**src/rtl/phyreg_pkg.sv**
```systemverilog
`default_nettype none
package phyreg_pkg;
	localparam int          ADDR_W        = 5;
	localparam int          DATA_W        = 16;
	localparam logic [4:0]  A_CTRL_A      = 5'h00;
	localparam logic [4:0]  A_CTRL_B      = 5'h01;
	localparam logic [4:0]  A_IRQ_MASK    = 5'h02;
	localparam logic [4:0]  A_TX_BITS     = 5'h03;
	localparam logic [4:0]  A_BIT_COUNT   = 5'h04;
	localparam logic [4:0]  A_HOLE        = 5'h0a;
	localparam logic [4:0]  A_NOISE_MAX   = 5'h0d;
	localparam logic [4:0]  A_PORT_LOAD   = 5'h0e;
	localparam logic [4:0]  A_NOISE_LOAD  = 5'h0f;
	localparam logic [4:0]  A_STATUS_A    = 5'h10;
	localparam logic [4:0]  A_STATUS_B    = 5'h11;
	localparam logic [4:0]  A_PORT_TIMER  = 5'h12;
	localparam logic [4:0]  A_NOISE_TIMER = 5'h13;
	localparam logic [4:0]  A_CLK_DIV     = 5'h14;
	localparam logic [4:0]  A_SIGNATURE   = 5'h15;
	localparam logic [4:0]  A_RX_BITS     = 5'h16;
	localparam logic [4:0]  A_EVENTS      = 5'h17;
	localparam logic [4:0]  A_VIOL_CNT    = 5'h18;
	localparam logic [4:0]  A_IDLE_CNT    = 5'h19;
	localparam logic [4:0]  A_LINK_CNT    = 5'h1a;
	localparam logic [4:0]  A_LAST        = 5'h1a;
	// control register a fields
	localparam int          CA_NOISE_EN   = 14;
	localparam int          CA_NOISE_WIDE = 13;
	localparam int          CA_PORT_WIDE  = 12;
	localparam int          CA_SCRUB      = 11;
	localparam int          CA_VIOL_OVF   = 9;
	localparam int          CA_IDLE_OVF   = 8;
	localparam int          CA_LOOP       = 7;
	localparam logic [15:0] CA_RESET      = 16'h0000;
	localparam logic [15:0] CA_WMASK      = 16'h7bff;
	localparam logic [15:0] CA_RESTRICTED = 16'h3030;
	// event bits in the interrupt event register
	localparam int          EV_PROC_ERR   = 0;
	localparam int          EV_NOISE_TO   = 1;
	localparam int          EV_VIOL       = 2;
	localparam int          EV_IDLE_GAP   = 3;
	localparam int          EV_IDLE_MIN   = 4;
	// noise tick is 100 ns (80 ns rounded up to 2 mclk), counted every tick with CA_NOISE_WIDE, else every 4 ticks; mclk period 50 ns
	localparam int          SYM_NS        = 80;
	localparam int          CLK_NS        = 50;
	localparam int          TICK_CYC      = (SYM_NS + CLK_NS - 1) / CLK_NS;
	localparam int          NOISE_PRE_W   = 2;
	localparam int          PORT_PRE_W    = 8;
	localparam logic [2:0]  LS_NOISE      = 3'h0;
	localparam logic [2:0]  LS_ACTIVE     = 3'h1;
	localparam logic [2:0]  LS_IDLE4      = 3'h3;
	localparam logic [2:0]  LS_IDLE16     = 3'h7;
	localparam logic [4:0]  SYM_IDLE      = 5'h1f;
	localparam logic [15:0] RD_NONE       = 16'h0000;

	typedef enum logic [3:0] {
		PHYREG_IDLE  = 4'b0001,
		PHYREG_WAIT  = 4'b0010,
		PHYREG_HOLD  = 4'b0100,
		PHYREG_DONE  = 4'b1000
	} phyreg_bus_t;

	typedef struct packed {
		logic              maintenance_state;
		logic              off_state;
		logic              signalling_active_flag;
		logic              config_override;
		logic [2:0]        line_state;
		logic              unknown_line;
		logic [4:0]        maintenance_line_state;
		logic              violation_count_event;
		logic              idle_gap_count_event;
		logic              idle_min_event;
		logic              link_error_event;
		logic [15:0]       status_a;
		logic [15:0]       status_b;
		logic [15:0]       rx_bits;
		logic [15:0]       signature;
	} phyreg_core_t;
endpackage
`default_nettype wire

```
**src/rtl/phyreg_bank.sv**
```systemverilog
`default_nettype none
module phyreg_bank
	import phyreg_pkg::*;
(
	input  wire logic               mclk,
	input  wire logic               rstn,
	input  wire logic               cs_n,
	input  wire logic               rw,
	input  wire logic [4:0]         addr,
	input  wire logic [15:0]        wdata_in,
	output var  logic [15:0]        rdata_out,
	output var  logic               rdata_oe,
	input  wire phyreg_core_t       core,
	input  wire logic [4:0]         receive_symbol_in,
	input  wire logic [4:0]         transmit_symbol_in,
	output var  logic [4:0]         receive_symbol_output,
	output var  logic [4:0]         transmit_symbol_output,
	output var  logic               external_loop_pin_n,
	output var  logic [15:0]        control_b_out,
	output var  logic [15:0]        irq_mask_out
);
	typedef struct packed {
		logic [2:0]  cs_s;
		logic [2:0]  rw_s;
		phyreg_bus_t st;
		logic [4:0]  a;
		logic        wr;
		logic [15:0] rdata;
		logic        oe;
		logic [15:0] ctrl_a;
		logic [15:0] ctrl_b;
		logic [15:0] mask;
		logic [13:1][15:0] cfg;
		logic [15:0] port_tmr;
		logic [15:0] noise_tmr;
		logic [PORT_PRE_W-1:0]  port_pre;
		logic [NOISE_PRE_W-1:0] noise_pre;
		logic [1:0]  tick_cnt;
		logic        noise_run;
		logic [2:0]  ls_q;
		logic [15:0] events;
		logic [15:0] viol_cnt;
		logic [15:0] idle_cnt;
		logic [15:0] link_cnt;
		logic [4:0]  rx_sym;
		logic [4:0]  tx_sym;
		logic        loop_n;
	} phyreg_state_t;

	phyreg_state_t s_q, s_d;

	function automatic logic is_idle(input logic [2:0] ls);
		is_idle = (ls == LS_IDLE4) || (ls == LS_IDLE16);
	endfunction

	function automatic logic rd_clears(input logic [4:0] a);
		rd_clears = (a >= A_EVENTS) && (a <= A_LAST);
	endfunction

	logic rw_now;
	logic tick, noise_step, port_step, maintenance_state_cfg, off_maintenance_state;
	logic wr_ok, last_idle, now_idle;
	logic [15:0] cin, rd;

	assign rw_now  = s_q.rw_s[2];
	assign maintenance_state_cfg = core.maintenance_state | core.config_override;
	assign off_maintenance_state = core.maintenance_state | core.off_state;

	always_comb begin
		rd = RD_NONE;
		case (s_q.a)
			A_CTRL_A:      rd = s_q.ctrl_a & CA_WMASK;
			A_CTRL_B:      rd = s_q.ctrl_b;
			A_IRQ_MASK:    rd = s_q.mask;
			A_STATUS_A:    rd = core.status_a;
			A_STATUS_B:    rd = core.status_b;
			A_PORT_TIMER:  rd = s_q.port_tmr;
			A_NOISE_TIMER: rd = s_q.noise_tmr;
			A_CLK_DIV:     rd = {8'h00, s_q.port_pre};
			A_SIGNATURE:   rd = core.signature;
			A_RX_BITS:     rd = core.rx_bits;
			A_EVENTS:      rd = s_q.events;
			A_VIOL_CNT:    rd = s_q.viol_cnt;
			A_IDLE_CNT:    rd = s_q.idle_cnt;
			A_LINK_CNT:    rd = s_q.link_cnt;
			default: begin
				if (s_q.a > A_CTRL_B && s_q.a < A_PORT_LOAD
					&& s_q.a != A_HOLE) begin
					rd = s_q.cfg[4'(s_q.a)];
				end
			end
		endcase
	end

	always_comb begin
		s_d = s_q;
		cin = wdata_in;
		wr_ok = 1'b0;
		s_d.cs_s = {s_q.cs_s[1:0], ~cs_n};
		s_d.rw_s = {s_q.rw_s[1:0], rw};
		// bus walk: take address, then act one edge later
		case (s_q.st)
			PHYREG_IDLE: begin
				if (s_q.cs_s[2] && s_q.cs_s[1]) begin
					s_d.a  = addr;
					s_d.wr = ~rw_now;
					s_d.st = PHYREG_WAIT;
					s_d.oe = 1'b0;
				end
			end
			PHYREG_WAIT: begin
				if (s_q.wr) begin
					s_d.st = PHYREG_DONE;
					if (s_q.a == A_CTRL_A) begin
						// restricted bits kept outside off/maintenance_state
						if (off_maintenance_state) begin
							s_d.ctrl_a = cin & CA_WMASK;
						end else begin
							s_d.ctrl_a = (cin & CA_WMASK & ~CA_RESTRICTED
								& ~16'h6000)
								| (s_q.ctrl_a & (CA_RESTRICTED | 16'h3000));
							s_d.ctrl_a[CA_NOISE_EN] = cin[CA_NOISE_EN];
						end
						wr_ok = 1'b1;
					end else if (s_q.a == A_CTRL_B) begin
						s_d.ctrl_b = cin;
						wr_ok = 1'b1;
					end else if (s_q.a == A_IRQ_MASK) begin
						s_d.mask = cin;
						wr_ok = 1'b1;
					end else if (s_q.a == A_TX_BITS || s_q.a == A_BIT_COUNT) begin
						wr_ok = ~core.signalling_active_flag;
					end else if (s_q.a > A_BIT_COUNT && s_q.a < A_PORT_LOAD
						&& s_q.a != A_HOLE) begin
						wr_ok = 1'b1;
					end else if (s_q.a == A_PORT_LOAD) begin
						wr_ok = core.maintenance_state;
						if (wr_ok) begin
							s_d.port_tmr = cin;
						end
					end else if (s_q.a == A_NOISE_LOAD) begin
						wr_ok = core.maintenance_state
							& ~s_q.ctrl_a[CA_NOISE_EN];
						if (wr_ok) begin
							s_d.noise_tmr = cin;
						end
					end
					if (wr_ok && s_q.a > A_CTRL_B && s_q.a < A_PORT_LOAD) begin
						s_d.cfg[4'(s_q.a)] = cin;
					end
					if (!wr_ok) begin
						s_d.events[EV_PROC_ERR] = 1'b1;
					end
				end else begin
					s_d.rdata = rd;
					// enable rises with the data, never ahead of it
					s_d.oe = 1'b1;
					s_d.st = PHYREG_HOLD;
					if (rd_clears(s_q.a)) begin
						case (s_q.a)
							A_EVENTS:   s_d.events = 16'h0000;
							A_VIOL_CNT: s_d.viol_cnt = 16'h0000;
							A_IDLE_CNT: s_d.idle_cnt = 16'h0000;
							default:    s_d.link_cnt = 16'h0000;
						endcase
					end
				end
			end
			PHYREG_HOLD: begin
				// held select repeats the read every two edges
				s_d.st = s_q.cs_s[2] ? PHYREG_WAIT : PHYREG_DONE;
				if (s_q.cs_s[2]) begin
					s_d.wr = 1'b0;
				end
			end
			PHYREG_DONE: begin
				s_d.oe = 1'b0;
				if (!s_q.cs_s[2] && !s_q.cs_s[1]) begin
					s_d.st = PHYREG_IDLE; // one write per select
				end
			end
			default: s_d.st = PHYREG_IDLE;
		endcase
		// 80 ns tick from 50 ns clock, rounded up
		tick = (s_q.tick_cnt == 2'(TICK_CYC - 1));
		s_d.tick_cnt = tick ? 2'h0 : s_q.tick_cnt + 2'h1;
		noise_step = tick && (s_q.ctrl_a[CA_NOISE_WIDE]
			|| s_q.noise_pre == '1);
		port_step = tick && (s_q.ctrl_a[CA_PORT_WIDE]
			|| s_q.port_pre == '1);
		if (tick) begin
			s_d.noise_pre = s_q.noise_pre + 1'b1;
			s_d.port_pre  = s_q.port_pre + 1'b1;
		end
		if (port_step && s_d.port_tmr == s_q.port_tmr) begin
			s_d.port_tmr = s_q.port_tmr + 16'h0001;
		end
		// noise timing: up-count from max load to expiry at wrap
		s_d.ls_q = core.line_state;
		last_idle = is_idle(s_q.ls_q);
		now_idle  = is_idle(core.line_state);
		if (core.maintenance_state && s_q.ctrl_a[CA_NOISE_EN]) begin
			if (last_idle && (!now_idle || core.unknown_line)) begin
				s_d.noise_tmr = s_q.cfg[4'(A_NOISE_MAX)];
				s_d.noise_run = 1'b1;
			end else if (now_idle) begin
				s_d.noise_run = 1'b0;
			end else if (s_q.noise_run && noise_step) begin
				s_d.noise_tmr = s_q.noise_tmr + 16'h0001;
				if (s_q.noise_tmr == 16'hffff) begin
					s_d.events[EV_NOISE_TO] = 1'b1;
					s_d.noise_run = 1'b0;
				end
			end
		end else begin
			s_d.noise_run = 1'b0;
		end
		// counters; events set after any clear so set wins
		if (core.violation_count_event) begin
			s_d.viol_cnt = s_d.viol_cnt + 16'h0001;
			if (!s_q.ctrl_a[CA_VIOL_OVF] || s_d.viol_cnt[7:0] == 8'h00) begin
				s_d.events[EV_VIOL] = 1'b1;
			end
		end
		if (core.idle_gap_count_event) begin
			s_d.idle_cnt[3:0] = s_d.idle_cnt[3:0] + 4'h1;
			if (!s_q.ctrl_a[CA_IDLE_OVF] || s_d.idle_cnt[3:0] == 4'h0) begin
				s_d.events[EV_IDLE_GAP] = 1'b1;
			end
		end
		if (core.idle_min_event) begin
			s_d.events[EV_IDLE_MIN] = 1'b1;
		end
		if (core.link_error_event) begin
			s_d.link_cnt = s_d.link_cnt + 16'h0001;
		end
		// scrub only steers the receive side
		s_d.rx_sym = (maintenance_state_cfg && s_q.ctrl_a[CA_SCRUB]) ? SYM_IDLE
			: receive_symbol_in;
		s_d.tx_sym = core.maintenance_state ? core.maintenance_line_state
			: transmit_symbol_in;
		s_d.loop_n = ~s_q.ctrl_a[CA_LOOP];
	end

	always_ff @(posedge mclk or negedge rstn) begin
		if (!rstn) begin
			s_q <= '0;
			s_q.st <= PHYREG_IDLE;
			s_q.ctrl_a <= CA_RESET;
			s_q.loop_n <= 1'b1;
		end else begin
			s_q <= s_d;
		end
	end

	assign rdata_out              = s_q.rdata;
	assign rdata_oe               = s_q.oe;
	assign receive_symbol_output  = s_q.rx_sym;
	assign transmit_symbol_output = s_q.tx_sym;
	assign external_loop_pin_n    = s_q.loop_n;
	assign control_b_out          = s_q.ctrl_b;
	assign irq_mask_out           = s_q.mask;
endmodule
`default_nettype wire

```
**config.mk**
```make
export PLATFORM = sky130hd
export DESIGN_NAME = phyreg_bank
export DESIGN_NICKNAME = d
export VERILOG_FILES = /design/src/rtl/phyreg_pkg.sv /design/src/rtl/phyreg_bank.sv
export SDC_FILE = /design/constraint.sdc
export NUM_CORES = 1
export LEC_CHECK = 0
export BUFFER_PORTS_ARGS = -buffer_cell sky130_fd_sc_hd__buf_4
export CAP_MARGIN = 25
export CORE_MARGIN = 2
export CORE_UTILIZATION = 50
export DETAILED_ROUTE_END_ITERATION = 7
export MAX_ROUTING_LAYER = met4
export PLACE_DENSITY_LB_ADDON = 0.3
export SETUP_SLACK_MARGIN = 0.3
export SKIP_LAST_GASP = 1
export SLEW_MARGIN = 40
export SYNTH_ARGS = -nofsm -noshare
export SYNTH_HDL_FRONTEND = slang
export SYNTH_SLANG_ARGS = --single-unit
```
**constraint.sdc**
```tcl
create_clock -name mclk -period 3.02 [get_ports mclk]
set_clock_uncertainty 0.2 [all_clocks]
set_input_delay 0.604 -clock mclk [delete_from_list [all_inputs] [get_ports mclk]]
set_output_delay 0.604 -clock mclk [all_outputs]
set_load 0.005 [all_outputs]
```
==> impl_table.tex, run 1 <==
\begin{tabular}{lr}
\hline
Metric & Value \\
\hline
\multicolumn{2}{l}{\textbf{Power}} \\
Leakage component of the power & 0.0104 uW \\
Total power density per cell area & 659 nW/um2 \\
Worst supply voltage drop on vdd & 521 uV \\
\multicolumn{2}{l}{\textbf{CTS}} \\
Worst-skew pair later-pin latency & 0.58 ns \\
TritonCTS Buffers & 43 \\
Clock root buffer & clkbuf\_16 \\
Maximum buffer depth of the clock tree & 3 \\
Clock Pin Slew Worst Setup and Hold Paths & 0.06 ns \\
Clock Sinks & 386 \\
CTS tree & built \\
H-tree levels & 2 \\
\multicolumn{2}{l}{\textbf{Route}} \\
DR vias/cell & 6.22 \\
Iter 0 DRT Violations & 1,381 \\
Total via count after detailed routing & 14,900 \\
Highest routing layer actually used & met4 \\
Length of routed met2 wiring & 28.6 mm \\
Antenna-violating nets left & 0 \\
Final WL & 61.6 mm \\
Routed length per instance & 25.7 um \\
Detailed route wirelength on metal3 & 5.78 mm \\
Detailed-router iteration count before antenna repair & 8 \\
Metal-1 WL & 25.0 mm \\
Total DRC errors in the routed layout & 0 \\
\multicolumn{2}{l}{\textbf{Worst setup path}} \\
Reg-to-reg startpoint & s\_q[397] \\
Data required time of the critical path & 3.31 ns \\
FF-to-FF setup slack & 0.26 ns \\
Critical path arrival & 3.06 ns \\
Number of cell instances on the worst register-to-register path & 9 \\
Max Fanout on Critical Path & 7 \\
Type of the setup path with the least slack & flip-flop to flip-flop \\
Nature of the critical path startpoint & flip-flop \\
Reg-to-reg endpoint & s\_q[21] \\
Kind of capture point of the worst setup path & flip-flop \\
\multicolumn{2}{l}{\textbf{STA}} \\
Post-Route Setup TNS & 0 ns \\
Max Freq & 362 MHz \\
Setup repair after global routing missed its margin & true \\
Rel. slew slack & 0.409 \\
Final-report setup violation count & 0 \\
Ratio of final minimum period to clock period & 0.915 \\
Slew @ Worst Pin & 0.881 ns \\
Setup slack after layout & 0.256 ns \\
Count of endpoints failing hold in the final timing report & 0 \\
Count of pins over their slew limit & 0 \\
Crit path time final & 2.76 ns \\
\multicolumn{2}{l}{\textbf{Yosys}} \\
Yosys warning count & 0 \\
Yosys top cell area share & 0.495 \\
Post-synthesis instance area & 19,400 um2 \\
Sequential area share after synthesis & 0.498 \\
Leading area contributor after synthesis & dfrtp\_1 \\
Mapped Avg Cell Area & 11.5 um2 \\
Post-synthesis net count & 1,816 \\
Cell types with the highest counts after synthesis & dfrtp\_1 (384), mux2\_2 (247), clkbuf\_1 (116) \\
Post-synthesis instance total & 1,692 \\
Biggest area contributors in the synthesized netlist & dfrtp\_1 (49\%), mux2\_2 (14\%), mux4\_2 (3.7\%) \\
Library cells used by synthesis & 73 \\
Share of synthesized flip-flops with an asynchronous set or reset & 1.00 \\
Main flop type after synthesis & dfrtp\_1 \\
Number of synthesized register bits & 386 \\
EDFF count, synth & 0 \\
Most used standard cell by instance count after synthesis & dfrtp\_1 \\
\multicolumn{2}{l}{\textbf{Floorplan}} \\
Placement row count & 72 \\
Die height & 201 um \\
I/O pin count & 176 \\
Std-Cell Core Area & 38,500 um2 \\
Effective utilization at floorplan & 0.505 \\
Width of the die & 201 um \\
Die area & 40,400 um2 \\
\multicolumn{2}{l}{\textbf{Worst hold path}} \\
Worst hold path endpoint & s\_q[63] \\
Hold\_sp & core[65] \\
Worst hold path type & input port to flip-flop \\
Number of cells on the worst hold path & 2 \\
\multicolumn{2}{l}{\textbf{Outcome}} \\
Outcome & finished, final reports clean \\
\multicolumn{2}{l}{\textbf{Global route}} \\
Total global routing track utilization & 0.312 \\
Initial antenna violation count & 0 \\
Total congestion overflow after global routing & 0 \\
Via count of the first global-routing pass & 15,000 \\
Global-route wire length before repair & 92.5 mm \\
Maximum number of pins on one net before global-route repair & 78 \\
\multicolumn{2}{l}{\textbf{Placement}} \\
Placed wire-length estimate & 43.5 mm \\
Post-place instance area & 21,400 um2 \\
Placer's final routability congestion estimate & 0.965 \\
Pre-CTS setup slack & 0.0897 ns \\
Placed Cells incl. Taps & 2,295 \\
Count of input and output buffers & 174 \\
\multicolumn{2}{l}{\textbf{Layout}} \\
Synth-to-Final Area Change & 19.0\% \\
Net count reported at finish & 1,964 \\
Diodes inserted & 0 \\
Final cell area excluding filler cells & 23,100 um2 \\
Post-route non-filler standard cell count & 2,393 \\
Fraction of final layout cells with drive strength greater than 1 & 0.382 \\
FILL cells & 3,121 \\
\multicolumn{2}{l}{\textbf{Flow run}} \\
Number of violations of the max-capacitance limit & 0 \\
\hline
\end{tabular}
-- layout by cell type, fill, tap and decap left out, drive strengths merged, types with 11 or more instances in the layout --
cell type	instances
nor4	12
nand2b	12
nand3	35
mux2	247
o21ai	47
o22ai	28
nor3	17
nor2	106
a21oi	43
xnor2	17
nand4	30
dfrtp	384
mux2i	20
inv	31
and3	11
mux4	32
a22oi	69
a32oi	14
nand2	101
buf	309
clkbuf	69
o32a	11
nor2b	12
xor2	48
a221oi	23
a31oi	11
-- critical path: stages, from the launching register on --
cell	delay, ns
dfrtp_4	0.47
nand3b_1	0.25
nor4_2	0.07
buf_4	0.19
nor2b_4	0.13
ha_2	0.19
nand2_1	0.09
or4b_4	0.58
or3_1	0.36
a21oi_1	0.15
-- how the worst max path moves through the flow --
stage,startpoint,end,depth (start not counted)
2_1_floorplan,s_q[405],s_q[61],10
3_3_place_gp,s_q[402],s_q[57],9
3_5_place_dp,s_q[402],s_q[21],9
4_1_cts,s_q[397],s_q[21],9
5_1_grt,s_q[397],s_q[21],9
6_report,s_q[397],s_q[21],9
-- flip-flops by register name, summed over array words and instances (netlist names) --
register,flops
rdata_out,16
receive_symbol_output,5
rw_now,1
control_b_out,16
irq_mask_out,16
rdata_oe,1
s_q,321
transmit_symbol_output,5
s_d,4
external_loop_pin_n,1
-- per-layer routing --
layer | vias up | global-route usage
met3 | 125 | 0.0674
met5 | - | -
met2 | 772 | 0.477
met1 | 7539 | 0.413
met4 | 0 | 0.111
li1 | 6437 | -
-- timing repair --
| item | CTS | global route |
|---|---|---|
| endpoints found under the setup margin | 46 | 73 |
| buffers inserted | 9 | 3 |
| hold buffers | 5 | 0 |
| pin swaps | 4 | 7 |
| endpoints found under the hold margin | 56 | 0 |
| gates resized for setup | 16 | 28 |
| cloned | 0 | 1 |
-- stage by stage --
stage / total power (uW) / util / hold WS [ns]
after floorplan: 8470 / - / 0.108
after global placement: 9770 / 0.555 / 0.142
after detailed placement: 9870 / 0.555 / 0.137
after CTS: 15100 / 0.596 / 0.0207
after global routing: 15900 / 0.600 / 0.0226
final: 15200 / 0.600 / 0.0381
-- area by class of cell --
type | count | area (um2) | share of cell area
Sequential cell | 386 | 9670 | 0.419
Multi-Input combinational cell | 1064 | 8740 | 0.378
Timing Repair Buffer | 315 | 2550 | 0.110
Clock buffer | 68 | 1270 | 0.0550
Tap cell | 518 | 648 | 0.0281
Inverter | 30 | 113 | 0.00488
Clock inverter | 12 | 111 | 0.00482
-- where the power goes --
group / internal (uW) / switching, uW
Sequential: 5670 / 599
Combinational: 1760 / 2050
Clock: 2990 / 2160
-- logic make-up (layout without fill, tap and decap cells) --
logic type | Yosys count | in the layout | synth area share
adders and majority gates | 8 | 8 | 0.00516
xor gates and xnor gates | 65 | 65 | 0.0293
and+or+nand+nor | 382 | 382 | 0.101
muxes | 299 | 299 | 0.191
buffers and inverters | 242 | 425 | 0.0612
AOI/OAI and AO/OA | 310 | 310 | 0.115
DFF | 386 | 386 | 0.498
Note: power is estimated with default switching activity, not from simulation.
==> run 2, diff against run 1 <==
==> constraint.sdc (replaced) <==
create_clock -name mclk -period 3.02 [get_ports mclk]
set_clock_uncertainty 0.2 [all_clocks]
set_input_delay 0.755 -clock mclk [delete_from_list [all_inputs] [get_ports mclk]]
set_output_delay 0.755 -clock mclk [all_outputs]
set_load 0.005 [all_outputs]
==> run 2 against run 1 <==
  * Global-route usage rose by 0.66 points
  * Clock-buffer cell count fell by 1
  * Largest cell class unchanged
  * Setup slack improved by 0.0065 ns
  * First-iteration DRC count fell by 1.7%
  * Register-to-register slack barely moved
  * Critical path type unchanged
  * Utilization rose by 0.062 points
  * Total power fell by 0.39%
  * Combinational power fell by 1%
  * Hold slack improved by 0.052 ns
  * Die area did not move
==> impl_table.tex, run 2 (synthesis gave the netlist of run 1 again) <==
\begin{tabular}{lr}
\hline
Metric & Value \\
\hline
\multicolumn{2}{l}{\textbf{STA}} \\
Final-report setup violation count & 0 (unchanged) \\
Count of pins over their slew limit & 0 (unchanged) \\
Post-Route Setup TNS & 0 ns (unchanged) \\
Count of endpoints failing hold in the final timing report & 0 (unchanged) \\
Slew @ Worst Pin & 0.662 ns (-0.218 ns) \\
Max Freq & 363 MHz (+0.23\%) \\
Crit path time final & 2.76 ns (-0.00646 ns) \\
Hold\_ws & 0.0904 ns (+0.0523 ns) \\
Rel. slew slack & 0.557 (+0.148) \\
Ratio of final minimum period to clock period & 0.913 (-0.00214) \\
Setup repair after global routing missed its margin & true \\
\multicolumn{2}{l}{\textbf{Floorplan}} \\
Placement row count & 72 (unchanged) \\
I/O pin count & 176 (unchanged) \\
Std-Cell Core Area & 38,500 um2 (unchanged) \\
Die height & 201 um (unchanged) \\
Effective utilization at floorplan & 0.505 (unchanged) \\
Width of the die & 201 um (unchanged) \\
Die area & 40,400 um2 (unchanged) \\
\multicolumn{2}{l}{\textbf{Worst hold path}} \\
Hold\_sp & core[74] \\
Worst hold path endpoint & s\_q[75] \\
Number of cells on the worst hold path & 1 (-1) \\
Worst hold path type & input port to flip-flop \\
\multicolumn{2}{l}{\textbf{Global route}} \\
Total global routing track utilization & 0.319 (+0.00664) \\
Initial antenna violation count & 0 (unchanged) \\
Maximum number of pins on one net before global-route repair & 82 (+5.1\%) \\
Global-route wire length before repair & 94.0 mm (+1.6\%) \\
Total congestion overflow after global routing & 0 (unchanged) \\
Via count of the first global-routing pass & 14,900 (-1.1\%) \\
\multicolumn{2}{l}{\textbf{Layout}} \\
Post-route non-filler standard cell count & 2,385 (-0.33\%) \\
Synth-to-Final Area Change & 19.1\% \\
Largest register by flop count & s\_q \\
Final cell area excluding filler cells & 23,100 um2 (+0.10\%) \\
Most frequent standard cell in the layout excluding fill and tap cells & dfrtp\_1 \\
Diodes inserted & 0 (unchanged) \\
Fraction of final layout cells with drive strength greater than 1 & 0.386 (+0.00378) \\
Number of flip-flops in the largest register & 321 (unchanged) \\
Post-layout utilization of the core & 0.601 (+0.000618) \\
Most frequent cells in the layout & dfrtp\_1 (381), buf\_4 (289), mux2\_2 (247) \\
FILL cells & 3,119 (-0.064\%) \\
Net count reported at finish & 1,960 (-0.20\%) \\
\multicolumn{2}{l}{\textbf{Placement}} \\
Placed Cells incl. Taps & 2,297 (+0.087\%) \\
Post-place instance area & 21,500 um2 (+0.63\%) \\
Placed wire-length estimate & 43.8 mm (+0.76\%) \\
Placer's final routability congestion estimate & 0.960 (-0.56\%) \\
Count of input and output buffers & 174 (unchanged) \\
\multicolumn{2}{l}{\textbf{CTS}} \\
Clock root buffer & clkbuf\_16 \\
Worst-skew pair later-pin latency & 0.58 ns (about the same) \\
Clock Sinks & 386 (unchanged) \\
H-tree levels & 2 (unchanged) \\
CTS tree & built \\
TritonCTS Buffers & 43 (unchanged) \\
Clock Pin Slew Worst Setup and Hold Paths & 0.06 ns (about the same) \\
Maximum buffer depth of the clock tree & 3 (unchanged) \\
\multicolumn{2}{l}{\textbf{Worst setup path}} \\
Peak per-stage delay on the critical path & 0.58 ns (about the same) \\
Kind of capture point of the worst setup path & flip-flop \\
Number of cell instances on the worst register-to-register path & 9 (unchanged) \\
Max Fanout on Critical Path & 15 (+8) \\
FF-to-FF setup slack & 0.26 ns (about the same) \\
Critical path arrival & 3.04 ns (-0.02 ns) \\
Data required time of the critical path & 3.30 ns (about the same) \\
Reg-to-reg startpoint & s\_q[402] \\
Top cell by count, worst path & or4b\_4 \\
Nature of the critical path startpoint & flip-flop \\
Type of the setup path with the least slack & flip-flop to flip-flop \\
Reg-to-reg endpoint & s\_q[21] \\
Worst-path cell with the longest stage delay & or4b\_4 \\
Worst path cell trace & or4b\_4 -> nor4\_2 -> buf\_12 -> nor2b\_2 -> ha\_2 -> nand2\_1 -> or4b\_4 -> or3\_1 -> a21oi\_1 \\
\multicolumn{2}{l}{\textbf{Route}} \\
Total via count after detailed routing & 14,800 (-0.36\%) \\
Final WL & 62.1 mm (+0.76\%) \\
DR vias/cell & 6.21 (about the same) \\
Antenna-violating nets left & 0 (unchanged) \\
Total DRC errors in the routed layout & 0 (unchanged) \\
Detailed-router iteration count before antenna repair & 5 (-3) \\
Iter 0 DRT Violations & 1,357 (-1.7\%) \\
Routed length per instance & 26.0 um (+1.1\%) \\
\multicolumn{2}{l}{\textbf{Flow run}} \\
Number of violations of the max-capacitance limit & 0 (unchanged) \\
\multicolumn{2}{l}{\textbf{Power}} \\
Logic gate share of total power & 0.249 (about the same) \\
Leakage component of the power & 0.0104 uW (-0.31\%) \\
Total power density per cell area & 656 nW/um2 (-0.49\%) \\
Switching Fraction & 0.317 (+0.000769) \\
Worst supply voltage drop on vdd & 438 uV (-16\%) \\
Reported net switching power & 4800 uW (-0.15\%) \\
Sequential share of power & 0.413 (about the same) \\
Share of power burned in the clock network & 0.338 (about the same) \\
Int Power & 10,400 uW (-0.50\%) \\
\multicolumn{2}{l}{\textbf{Outcome}} \\
Outcome & finished, final reports clean \\
\hline
\end{tabular}
-- run 2: changes by cell type in the layout (fill, tap and decap cells not counted), moves of 3 or more --
cell and change:
nor2b_4 -3, dlygate4sd3_1 -4, o22ai_2 +5, nor2_2 -3, buf_12 +6, a221oi_1 -4
o22ai_1 -5, buf_4 -3, clkinv_2 -3, a221oi_2 +4
-- run 2: per-layer routing --
metal,vias to the layer above,global-route usage,wire [um]
met5,-,-,0
met4,0,0.110,2050
met3,120,0.0679,5390
met2,696,0.482,28700
met1,7574,0.429,25900
li1,6429,-,-
-- run 2: power groups by stage --
stage / clock network [uW] / registers, uW / logic [uW]
after floorplan: 0 / 6050 / 2420
after global placement: 0 / 6320 / 3500
after detailed placement: 0 / 6330 / 3570
after CTS: 5220 / 6240 / 3630
after global routing: 5430 / 6310 / 4050
final: 5130 / 6270 / 3770
-- run 2: layout make-up --
type / instances / area, um2 / share of cell area
flip-flops and latches: 386 / 9670 / 0.418
multi-input cells: 1064 / 8760 / 0.379
repair buffers: 311 / 2570 / 0.111
clock buffers: 67 / 1280 / 0.0552
well taps: 518 / 648 / 0.0280
inverters: 30 / 113 / 0.00487
clock inverters: 9 / 87.6 / 0.00379
-- run 2: critical path: cells and delay by family (launching register included) --
family                   cells  cell delay (ns)
AO/OA/AOI/OAI                1             0.15
adder cells (fa/ha/maj)      1             0.22
buffers and inverters        1             0.17
flip-flops                   1             0.52
AND/OR/NAND/NOR              6             1.40
-- run 2: worst max path at each step --
stage | end | slack [ns] | cells past startpoint | start
global placement | s_q[57] | 0.06 | 9 | s_q[401]
finish | s_q[21] | 0.26 | 9 | s_q[402]
detailed placement | s_q[21] | 0.13 | 9 | s_q[402]
global route | s_q[21] | 0.16 | 9 | s_q[402]
floorplan | s_q[61] | 0.25 | 10 | s_q[405]
CTS | s_q[21] | 0.22 | 9 | s_q[402]
-- run 2: stage by stage --
| step | power (uW) | worst slack (ns) |
|---|---|---|
| final | 15200 | 0.262 |
| after floorplan | 8470 | 0.253 |
| after global routing | 15800 | 0.160 |
| after global placement | 9820 | 0.0621 |
| after CTS | 15100 | 0.220 |
| after detailed placement | 9900 | 0.132 |
-- run 2: repair_timing --
| item | 4_1_cts | 5_1_grt |
|---|---|---|
| setup endpoints to repair | 43 | 84 |
| endpoints found under the hold margin | 52 | 0 |
| pin swaps | 2 | 8 |
| setup buffers | 4 | 7 |
| resized for setup | 8 | 27 |
| hold buffers | 1 | 0 |
